<file path="src/hw/msr_tout_pkg.sv">
// package: register map, field positions and constants of the modem/timeout block
package msr_tout_pkg;
	localparam logic [7:0] MODEM_STATUS_OFS  = 8'h18;
	localparam logic [7:0] RX_TIMEOUT_OFS    = 8'h1c;
	localparam logic [7:0] IRQ_ENABLE_OFS    = 8'h20;
	localparam logic [7:0] CONTROL_OFS       = 8'h24;
	localparam logic [7:0] EVT_STATUS_OFS    = 8'h28;
	localparam logic [7:0] EVT_CLEAR_OFS     = 8'h2c;
	localparam logic [7:0] EVT_ENABLE_OFS    = 8'h30;
	localparam logic [31:0] MODEM_STATUS_RST = 32'h0000_0000;
	localparam logic [7:0] RX_TIMEOUT_RST    = 8'h00;
	localparam int MSR_CTS_BIT     = 4;
	localparam int MSR_CHG_BIT     = 0;
	localparam int TOR_EN_BIT      = 7;
	localparam int TOR_CMP_MSB     = 6;
	localparam int IER_TOUT_BIT    = 0;
	localparam int IER_MSI_BIT     = 3;
	localparam int CTL_LOOP_BIT    = 0;
	localparam int CTL_RTS_BIT     = 1;
	localparam int EVT_MSI_BIT     = 0;
	localparam int EVT_TOUT_BIT    = 1;
	localparam int EVT_W           = 2;
	localparam int CNT_W           = 7;
	localparam logic [1:0] RESP_OKAY   = 2'b00;
	localparam logic [1:0] RESP_SLVERR = 2'b10;
endpackage

</file>
<file path="src/hw/cts_if.sv">
// interface: cts sampling signals between top and the change detector
`timescale 1ns/1ps
interface cts_if;
	logic cts_level;   // synchronised cts (1 = asserted)
	logic cts_changed; // one-cycle pulse per level change
	modport detector(output cts_level, output cts_changed);
	modport user(input cts_level, input cts_changed);
endinterface

</file>
<file path="src/hw/cts_sync.sv">
// module: two-flop synchroniser and change detector for the clear-to-send input
`timescale 1ns/1ps
module cts_sync
	import msr_tout_pkg::*;
(
	input  wire logic clk_in,      // system clock
	input  wire logic rst_in,      // sync reset, high
	input  wire logic cts_raw_in,  // cts, active low, async
	cts_if.detector   cts          // synchronised level and change
);
	logic meta;
	logic stable;
	logic prev;
	logic next_meta;
	logic next_stable;
	logic next_prev;

	// next values: meta read only by stable
	always_comb begin
		next_meta   = ~cts_raw_in;
		next_stable = meta;
		next_prev   = stable;
	end

	// register stages; reset to deasserted so no false change
	always_ff @(posedge clk_in) begin
		if (rst_in) begin
			meta   <= 1'b0;
			stable <= 1'b0;
			prev   <= 1'b0;
		end else begin
			meta   <= next_meta;
			stable <= next_stable;
			prev   <= next_prev;
		end
	end

	assign cts.cts_level   = stable;
	assign cts.cts_changed = stable ^ prev;

	AST_ONE_PULSE: assert property (@(posedge clk_in) disable iff (rst_in)
		cts.cts_changed |=> !cts.cts_changed)
		else $error("cts change pulse lasted more than one cycle");
endmodule // cts_sync

</file>
<file path="src/hw/rx_tout_timer.sv">
// module: receive idle counter compared against the programmed count
`timescale 1ns/1ps
module rx_tout_timer
	import msr_tout_pkg::*;
(
	input  wire logic             clk_in,    // system clock
	input  wire logic             rst_in,    // sync reset, high
	input  wire logic             push_in,   // word pushed into rx fifo
	input  wire logic             empty_in,  // rx fifo empty
	input  wire logic             tick_in,   // baud tick
	input  wire logic [CNT_W-1:0] cmp_in,    // compare value
	output logic                  hit_out    // pulse when count reaches cmp
);
	logic [CNT_W-1:0] count;
	logic             armed;
	logic [CNT_W-1:0] next_count;
	logic             next_armed;

	// restart on push, count ticks; stop once matched so hit fires once
	always_comb begin
		next_count = count;
		next_armed = armed;
		hit_out    = 1'b0;
		if (push_in) begin
			next_count = '0;
			next_armed = 1'b1;
		end else if (empty_in) begin
			next_armed = 1'b0; // nothing left to time out on
		end else if (armed && count == cmp_in) begin
			hit_out    = 1'b1;
			next_armed = 1'b0;
		end else if (armed && tick_in) begin
			next_count = count + 1'b1;
		end
	end

	always_ff @(posedge clk_in) begin
		if (rst_in) begin
			count <= '0;
			armed <= 1'b0;
		end else begin
			count <= next_count;
			armed <= next_armed;
		end
	end

	AST_RESTART: assert property (@(posedge clk_in) disable iff (rst_in)
		push_in |=> count == '0)
		else $error("counter did not restart on push");
endmodule // rx_tout_timer

</file>
<file path="src/hw/modem_tout_top.sv">
// top: modem status and receive time-out logic with axi4-lite registers
`timescale 1ns/1ps
module modem_tout_top
	import msr_tout_pkg::*;
(
	input  wire logic        SYS_CLK_IN,      // 250 mhz clock
	input  wire logic        RST_IN,          // sync reset, high
	input  wire logic        CTS_N_IN,        // clear-to-send, low active
	output logic             RTS_N_OUT,       // request-to-send pin
	input  wire logic        RX_PUSH_IN,      // rx fifo push pulse
	input  wire logic        RX_EMPTY_IN,     // rx fifo empty level
	input  wire logic        BAUD_TICK_IN,    // baud-rate tick
	output logic             MSI_IRQ_OUT,     // modem status interrupt
	output logic             TOUT_IRQ_OUT,    // rx time-out interrupt
	output logic             IRQ_OUT,         // combined event interrupt
	input  wire logic [7:0]  AWADDR_IN,       // write address
	input  wire logic        AWVALID_IN,      // write address valid
	output logic             AWREADY_OUT,     // write address ready
	input  wire logic [31:0] WDATA_IN,        // write data
	input  wire logic [3:0]  WSTRB_IN,        // write strobes
	input  wire logic        WVALID_IN,       // write data valid
	output logic             WREADY_OUT,      // write data ready
	output logic [1:0]       BRESP_OUT,       // write response
	output logic             BVALID_OUT,      // write response valid
	input  wire logic        BREADY_IN,       // write response ready
	input  wire logic [7:0]  ARADDR_IN,       // read address
	input  wire logic        ARVALID_IN,      // read address valid
	output logic             ARREADY_OUT,     // read address ready
	output logic [31:0]      RDATA_OUT,       // read data
	output logic [1:0]       RRESP_OUT,       // read response
	output logic             RVALID_OUT,      // read data valid
	input  wire logic        RREADY_IN        // read data ready
);
	// ----------------------------------------------------------------
	// state
	// ----------------------------------------------------------------
	cts_if cts();

	logic [7:0]       aw_addr;
	logic             aw_held;
	logic [31:0]      w_data;
	logic             w_held;
	logic             bvalid;
	logic [1:0]       bresp;
	logic             rvalid;
	logic [31:0]      rdata;
	logic [1:0]       rresp;
	logic             chg_flag;
	logic [7:0]       rx_timeout_reg;
	logic [3:0]       irq_enable_reg;
	logic [1:0]       ctl;
	logic             tout_irq;
	logic [EVT_W-1:0] evt_sts;
	logic [EVT_W-1:0] evt_en;
	logic             tout_hit;
	logic             cts_raw;

	logic [7:0]       next_aw_addr;
	logic             next_aw_held;
	logic [31:0]      next_w_data;
	logic             next_w_held;
	logic             next_bvalid;
	logic [1:0]       next_bresp;
	logic             next_rvalid;
	logic [31:0]      next_rdata;
	logic [1:0]       next_rresp;
	logic             next_chg_flag;
	logic [7:0]       next_tor;
	logic [3:0]       next_ier;
	logic [1:0]       next_ctl;
	logic             next_tout_irq;
	logic [EVT_W-1:0] next_evt_sts;
	logic [EVT_W-1:0] next_evt_en;
	logic             do_wr;
	logic             do_rd;
	logic             msr_read;
	logic [EVT_W-1:0] evt_clr;
	logic [EVT_W-1:0] evt_set;
	logic             msi_irq;
	logic             loop_on;

	// ----------------------------------------------------------------
	// cts path and time-out counter
	// ----------------------------------------------------------------
	assign loop_on   = ctl[CTL_LOOP_BIT];
	// loopback feeds rts (low active) back into cts; pin parks high
	assign cts_raw   = loop_on ? ~ctl[CTL_RTS_BIT] : CTS_N_IN;
	assign RTS_N_OUT = loop_on ? 1'b1 : ~ctl[CTL_RTS_BIT];

	cts_sync cts_sync_inst (
		.clk_in     (SYS_CLK_IN),
		.rst_in     (RST_IN),
		.cts_raw_in (cts_raw),
		.cts        (cts.detector)
	);

	rx_tout_timer rx_tout_timer_inst (
		.clk_in   (SYS_CLK_IN),
		.rst_in   (RST_IN),
		.push_in  (RX_PUSH_IN),
		.empty_in (RX_EMPTY_IN),
		.tick_in  (BAUD_TICK_IN),
		.cmp_in   (rx_timeout_reg[TOR_CMP_MSB:0]),
		.hit_out  (tout_hit)
	);

	// ----------------------------------------------------------------
	// axi4-lite handshake
	// ----------------------------------------------------------------
	// address and data may arrive in either order; one write at a time
	assign AWREADY_OUT = !aw_held && !bvalid;
	assign WREADY_OUT  = !w_held && !bvalid;
	assign ARREADY_OUT = !rvalid;
	assign do_wr = (aw_held || AWVALID_IN) && (w_held || WVALID_IN)
		&& !bvalid;
	assign do_rd = ARVALID_IN && !rvalid;

	// modem interrupt level follows flag and enable combinationally
	assign msi_irq  = chg_flag && irq_enable_reg[IER_MSI_BIT];
	assign msr_read = do_rd && ARADDR_IN == MODEM_STATUS_OFS;

	// next state of the bus slave and of the programmable registers
	always_comb begin
		logic [7:0]  wa;
		logic [31:0] wd;
		wa            = aw_held ? aw_addr : AWADDR_IN;
		wd            = w_held ? w_data : WDATA_IN;
		next_aw_addr  = aw_addr;
		next_aw_held  = aw_held;
		next_w_data   = w_data;
		next_w_held   = w_held;
		next_bvalid   = bvalid && !BREADY_IN;
		next_bresp    = bresp;
		next_rvalid   = rvalid && !RREADY_IN;
		next_rdata    = rdata;
		next_rresp    = rresp;
		next_tor      = rx_timeout_reg;
		next_ier      = irq_enable_reg;
		next_ctl      = ctl;
		next_evt_en   = evt_en;
		evt_clr       = '0;
		if (AWVALID_IN && AWREADY_OUT && !do_wr) begin
			next_aw_addr = AWADDR_IN;
			next_aw_held = 1'b1;
		end
		if (WVALID_IN && WREADY_OUT && !do_wr) begin
			next_w_data = WDATA_IN;
			next_w_held = 1'b1;
		end
		if (do_wr) begin
			next_aw_held = 1'b0;
			next_w_held  = 1'b0;
			next_bvalid  = 1'b1;
			next_bresp   = RESP_OKAY;
			if (wa == MODEM_STATUS_OFS) begin
				next_bresp = RESP_OKAY;
			end else if (wa == RX_TIMEOUT_OFS) begin
				if (WSTRB_IN[0] || w_held)
					next_tor = wd[7:0];
			end else if (wa == IRQ_ENABLE_OFS) begin
				next_ier = wd[3:0];
			end else if (wa == CONTROL_OFS) begin
				next_ctl = wd[1:0];
			end else if (wa == EVT_CLEAR_OFS) begin
				evt_clr = wd[EVT_W-1:0];
			end else if (wa == EVT_ENABLE_OFS) begin
				next_evt_en = wd[EVT_W-1:0];
			end else if (wa != EVT_STATUS_OFS) begin
				next_bresp = RESP_SLVERR;
			end
		end
		if (do_rd) begin
			next_rvalid = 1'b1;
			next_rresp  = RESP_OKAY;
			next_rdata  = '0;
			if (ARADDR_IN == MODEM_STATUS_OFS) begin
				next_rdata = MODEM_STATUS_RST;
				next_rdata[MSR_CTS_BIT] = cts.cts_level;
				next_rdata[MSR_CHG_BIT] = chg_flag;
			end else if (ARADDR_IN == RX_TIMEOUT_OFS) begin
				next_rdata[7:0] = rx_timeout_reg;
			end else if (ARADDR_IN == IRQ_ENABLE_OFS) begin
				next_rdata[3:0] = irq_enable_reg;
			end else if (ARADDR_IN == CONTROL_OFS) begin
				next_rdata[1:0] = ctl;
			end else if (ARADDR_IN == EVT_STATUS_OFS) begin
				next_rdata[EVT_W-1:0] = evt_sts;
			end else if (ARADDR_IN == EVT_ENABLE_OFS) begin
				next_rdata[EVT_W-1:0] = evt_en;
			end else if (ARADDR_IN != EVT_CLEAR_OFS) begin
				next_rresp = RESP_SLVERR;
			end
		end
	end

	// ----------------------------------------------------------------
	// flags and interrupts
	// ----------------------------------------------------------------
	// a change in the read cycle survives: set wins over the read clear
	always_comb begin
		next_chg_flag = chg_flag;
		if (msr_read)
			next_chg_flag = 1'b0;
		if (cts.cts_changed)
			next_chg_flag = 1'b1;
		next_tout_irq = tout_irq;
		if (RX_PUSH_IN || RX_EMPTY_IN)
			next_tout_irq = 1'b0;
		else if (tout_hit && rx_timeout_reg[TOR_EN_BIT] && irq_enable_reg[IER_TOUT_BIT])
			next_tout_irq = 1'b1;
		if (!(rx_timeout_reg[TOR_EN_BIT] && irq_enable_reg[IER_TOUT_BIT]))
			next_tout_irq = 1'b0;
		evt_set = '0;
		evt_set[EVT_MSI_BIT]  = cts.cts_changed;
		evt_set[EVT_TOUT_BIT] = next_tout_irq && !tout_irq;
		next_evt_sts = (evt_sts & ~evt_clr) | evt_set;
	end

	always_ff @(posedge SYS_CLK_IN) begin
		if (RST_IN) begin
			aw_addr  <= '0;
			aw_held  <= 1'b0;
			w_data   <= '0;
			w_held   <= 1'b0;
			bvalid   <= 1'b0;
			bresp    <= RESP_OKAY;
			rvalid   <= 1'b0;
			rdata    <= '0;
			rresp    <= RESP_OKAY;
			chg_flag <= 1'b0;
			rx_timeout_reg      <= RX_TIMEOUT_RST;
			irq_enable_reg      <= '0;
			ctl      <= '0;
			tout_irq <= 1'b0;
			evt_sts  <= '0;
			evt_en   <= '0;
		end else begin
			aw_addr  <= next_aw_addr;
			aw_held  <= next_aw_held;
			w_data   <= next_w_data;
			w_held   <= next_w_held;
			bvalid   <= next_bvalid;
			bresp    <= next_bresp;
			rvalid   <= next_rvalid;
			rdata    <= next_rdata;
			rresp    <= next_rresp;
			chg_flag <= next_chg_flag;
			rx_timeout_reg      <= next_tor;
			irq_enable_reg      <= next_ier;
			ctl      <= next_ctl;
			tout_irq <= next_tout_irq;
			evt_sts  <= next_evt_sts;
			evt_en   <= next_evt_en;
		end
	end

	// outputs
	assign MSI_IRQ_OUT  = msi_irq;
	assign TOUT_IRQ_OUT = tout_irq;
	assign IRQ_OUT      = |(evt_sts & evt_en);
	assign BVALID_OUT   = bvalid;
	assign BRESP_OUT    = bresp;
	assign RVALID_OUT   = rvalid;
	assign RDATA_OUT    = rdata;
	assign RRESP_OUT    = rresp;

	// ----------------------------------------------------------------
	// checks
	// ----------------------------------------------------------------
	AST_CTS_BIT: assert property (@(posedge SYS_CLK_IN) disable iff (RST_IN)
		(do_rd && ARADDR_IN == MODEM_STATUS_OFS) |=>
		RDATA_OUT[MSR_CTS_BIT] == $past(cts.cts_level))
		else $error("msr cts bit not inverted cts");
	AST_CHG_SET: assert property (@(posedge SYS_CLK_IN) disable iff (RST_IN)
		cts.cts_changed |=> chg_flag)
		else $error("change flag not set");
	AST_CHG_CLR: assert property (@(posedge SYS_CLK_IN) disable iff (RST_IN)
		(msr_read && !cts.cts_changed) |=> !chg_flag)
		else $error("msr read did not clear change flag");
	AST_MSI: assert property (@(posedge SYS_CLK_IN) disable iff (RST_IN)
		MSI_IRQ_OUT == (chg_flag && irq_enable_reg[IER_MSI_BIT]))
		else $error("modem interrupt mismatch");
	AST_MSR_WR: assert property (@(posedge SYS_CLK_IN) disable iff (RST_IN)
		(do_wr && (aw_held ? aw_addr : AWADDR_IN) == MODEM_STATUS_OFS)
		|=> $stable(rx_timeout_reg) && $stable(irq_enable_reg) && $stable(ctl))
		else $error("msr write changed state");
	AST_MSR_RSV: assert property (@(posedge SYS_CLK_IN) disable iff (RST_IN)
		(do_rd && ARADDR_IN == MODEM_STATUS_OFS) |=>
		RDATA_OUT[31:5] == '0 && RDATA_OUT[3:1] == '0)
		else $error("msr reserved bits nonzero");
	AST_TOUT_EN: assert property (@(posedge SYS_CLK_IN) disable iff (RST_IN)
		// enable removal takes one edge to drop the registered level
		TOUT_IRQ_OUT |->
		$past(rx_timeout_reg[TOR_EN_BIT] && irq_enable_reg[IER_TOUT_BIT]))
		else $error("time-out interrupt while disabled");
	AST_TOUT_CLR: assert property (@(posedge SYS_CLK_IN) disable iff (RST_IN)
		(RX_PUSH_IN || RX_EMPTY_IN) |=> !TOUT_IRQ_OUT)
		else $error("time-out interrupt not cleared");
	AST_TOUT_SET: assert property (@(posedge SYS_CLK_IN) disable iff (RST_IN)
		(tout_hit && rx_timeout_reg[TOR_EN_BIT] && irq_enable_reg[IER_TOUT_BIT]
		&& !RX_PUSH_IN && !RX_EMPTY_IN) |=> TOUT_IRQ_OUT)
		else $error("time-out interrupt not raised");
	AST_LOOP: assert property (@(posedge SYS_CLK_IN) disable iff (RST_IN)
		loop_on |-> RTS_N_OUT)
		else $error("rts pin not parked in loopback");
endmodule // modem_tout_top

</file>
<file path="config.mk">
export PLATFORM = sky130hd
export DESIGN_NAME = modem_tout_top
export DESIGN_NICKNAME = d
export VERILOG_FILES = /design/src/hw/msr_tout_pkg.sv /design/src/hw/cts_if.sv /design/src/hw/cts_sync.sv /design/src/hw/rx_tout_timer.sv /design/src/hw/modem_tout_top.sv
export SDC_FILE = /design/constraint.sdc
export NUM_CORES = 1
export LEC_CHECK = 0
export BUFFER_PORTS_ARGS = -buffer_cell sky130_fd_sc_hd__buf_2
export CORE_MARGIN = 1
export CORE_UTILIZATION = 46
export DETAILED_ROUTE_END_ITERATION = 7
export PLACE_DENSITY = 0.87
export SLEW_MARGIN = 20
export SYNTH_ARGS = -nofsm -noshare
export SYNTH_HDL_FRONTEND = slang
export SYNTH_SLANG_ARGS = --single-unit
</file>
<file path="constraint.sdc">
create_clock -name SYS_CLK_IN -period 2 [get_ports SYS_CLK_IN]
set_clock_uncertainty 0.1 [all_clocks]
set_input_delay 0.2 -clock SYS_CLK_IN [delete_from_list [all_inputs] [get_ports SYS_CLK_IN]]
set_output_delay 0.2 -clock SYS_CLK_IN [all_outputs]
set_load 0.05 [all_outputs]
</file>
==> summary.txt <==
Detailed routing
  – DR DRC count: 0
  – Routed len/inst: ~15 µm
  – DRT Wirelength: between 7000 and 8000 µm
  – DRT Pass-1 Iters: 4
  – Average via count per standard cell: ~5.4
  – DRT iter0 DRCs: between 200 and 250
  – Via Count: between 2000 and 3000
  – Antenna violation net count after detailed routing: 0

Floorplanning
  – Die Wd: 86.9 µm
  – Top Ports: between 100 and 150
  – Starting Density: approximately 48%
  – Die area: ~7600 µm²
  – # rows: 30
  – Core footprint: around 6900 µm²
  – DIE HEIGHT: 86.9 µm

Logic synthesis
  – Syn Inst Count: between 300 and 400
  – Seq cells post-synth: 61
  – Synth top area cells: dfxtp_1 37%, mux2i_1 14%, buf_4 5.9%, nor2_1 3.8%, nand2b_1 3.4%
  – Top cell type's share of synthesized area: between 30% and 40%
  – Post-synth top cells: 61 x dfxtp_1, 45 x mux2i_1, 34 x nor2_1
  – Synth area leader: dfxtp_1
  – Seq/Total Area, Yosys: between 30% and 40%
  – Yosys warning count: 0
  – Distinct cells, synth: between 50 and 60
  – Syn avg cell area: approximately 9 µm²
  – Count leader, synth: dfxtp_1
  – Post-synth EDFFs: 0
  – Post-synth top flop: dfxtp_1
  – Async S/R FF share, synth: 0%
  – Synthesized cell area: around 3300 µm²

Pwr
  – Maximum vdd drop: between 0.0004 and 0.0005 V
  – Cell Pwr Density: roughly 700 nW/µm²
  – LEAKAGE: 1.76 nW

GRT
  – First-pass GRT wire length: roughly 13000 µm
  – Initial antenna violation count: 0
  – Vias in the first global route: 2681
  – Total gr overflow: 0
  – Largest net degree at the start of global routing: 29
  – All-Layer GR Usage: 21.4%

Outcome
  – Status: finished, final reports clean

Setup path
  – Crit path launch: aw_held
  – CP max stage cell: or3_4
  – CP Cell Sequence: or3_4, a2111oi_4, buf_4, buf_6, nand4_1, buf_6, mux2i_1
  – Setup crit end kind: register
  – Worst Path Max Fanout: 4
  – CP most frequent cell: buf_6
  – Crit start category: register
  – Worst endpoint required time: between 2 and 2.5 ns
  – Setup CP Type: reg -> reg
  – RR Startpoint: aw_held
  – Peak per-stage delay on the critical path: slightly below 0.4 ns
  – Critical Path AT: between 2 and 2.5 ns

Placement
  – Post-detail-place hpwl: about 5700 µm
  – Port Buffers: 54
  – Final Wtd Congestion: approximately 0.84

Worst hold path
  – HP Start: WDATA_IN[4]
  – Hold Path Class: in -> reg

CTS
  – Clock Latency Late Sink: between 0.3 and 0.4 ns
  – Register clock-pin slew on the reported worst setup and hold paths: 0.06 ns
  – H-tree lvl count: 3
  – Clk sink count: 61
  – Cts bufs inserted: 9
  – CTS tree: yes
  – Clock root cell: clkbuf_8
  – Clk buf depth: 2

STA
  – Slew @ Worst Pin: about 0.66 ns
  – Max-slew violation count: 0
  – F_max: ~510 MHz
  – Final worst-path cycle share: 97.8%
  – Max-slew headroom: a little under three fifths
  – Setup violations, final: 0
  – Tmin final: approximately 2.0 ns
  – Number of hold violations in the final report: 0
  – Setup TNS: 0 ns

Finish
  – Final core occ: about 57%
  – # diodes: 0
  – Area grow syn2layout: 17.5%
  – Layout cell share with drive strength beyond 1: between 20% and 30%
  – Fin nets: 500

Run
  – Max-cap viol count: 0
[report_power, final]
part	internal, mW	leakage (nW)	switching, mW	total (mW)
clock	0.499	0.0881	0.443	0.942
combinational	0.161	1.18	0.338	0.499
sequential	1.25	0.496	0.0269	1.28
total	1.91	1.76	0.808	2.72
[cell type report]
class | count | area, µm²
flip-flops and latches | 61 | 1220
repair buffers | 75 | 438
clock inverters | 2 | 10.0
inverters | 10 | 37.5
fillers | 610 | 2970
clock buffers | 12 | 155
multi-input cells | 279 | 1920
well taps | 96 | 120
[cells in the final DEF (no fill, tap or decap), drive strengths merged, types with 8 or more instances in the layout]
cell	netlist	routed
a21oi	16	16
buf	30	74
clkbuf	12	12
conb	1	26
dfxtp	61	61
inv	10	10
mux2i	45	45
nand2	18	18
nand2b	18	18
nand4	9	9
nor2	34	34
nor2b	8	8
[metal layers]
| metal | vias to the layer above | GRT usage, % | share of wire (%) | routed length [µm] |
|---|---|---|---|---|
| li1 | 1388 | - | - | - |
| met1 | 1371 | 26.1 | 41 | 3230 |
| met2 | 106 | 36.5 | 50 | 3920 |
| met3 | 20 | 3.79 | 5.9 | 463 |
| met4 | 0 | 10.5 | 2.4 | 187 |
| met5 | - | 0 | 0 | 0 |
[worst paths after layout]
kind         slack (ns)                end  cells after the start
max                0.04  irq_enable_reg[0]                      7
min reg2reg        0.35       RDATA_OUT[7]                      2
min                0.01          w_data[4]                      3
max reg2reg        0.04  irq_enable_reg[0]                      7
[critical path: cells and delay by family, from the launching register on]
family | cells | cell delay [ns]
DFF | 1 | 0.32
buffers and inverters | 3 | 0.47
AOI/OAI and AO/OA | 1 | 0.34
muxes | 1 | 0.16
and+or+nand+nor | 2 | 0.48
[stage by stage]
| step | power, mW | area (µm²) | setup slack [ns] | instances | hold slack, ns |
|---|---|---|---|---|---|
| 6_report | 2.72 | 3900 | 0.0450 | 535 | 0.0123 |
| 5_1_grt | 2.83 | 3900 | -0.0526 | 535 | 0.0222 |
| 4_1_cts | 2.72 | 3870 | -0.00170 | 534 | 0.00450 |
| 3_5_place_dp | 1.79 | 3680 | -0.000761 | 518 | 0.310 |
| 3_3_place_gp | 1.77 | 3680 | 0.0388 | 518 | 0.308 |
| 2_1_floorplan | 1.70 | 3420 | -0.0239 | 392 | 0.179 |
[kinds of logic (layout without fill, tap and decap cells)]
family / count (synthesis) / after routing / synth area share (%)
flops: 61 / 61 / 36.8
other cells: 1 / 26 / 0.113
xor+xnor: 9 / 9 / 2.38
mux: 51 / 51 / 15.6
buf+inv: 52 / 99 / 8.86
simple gates: 144 / 144 / 25.1
compound gates: 48 / 48 / 10.8
fa+ha+maj: 1 / 1 / 0.377
[what timing repair did]
item,in CTS,in global routing
hold buffers,1,0
pin swaps,2,1
buffers inserted,1,1
endpoints found under the setup margin,3,17
gates resized for setup,1,4
endpoints found under the hold margin,1,0
Note: power is estimated with default switching activity, not from simulation.
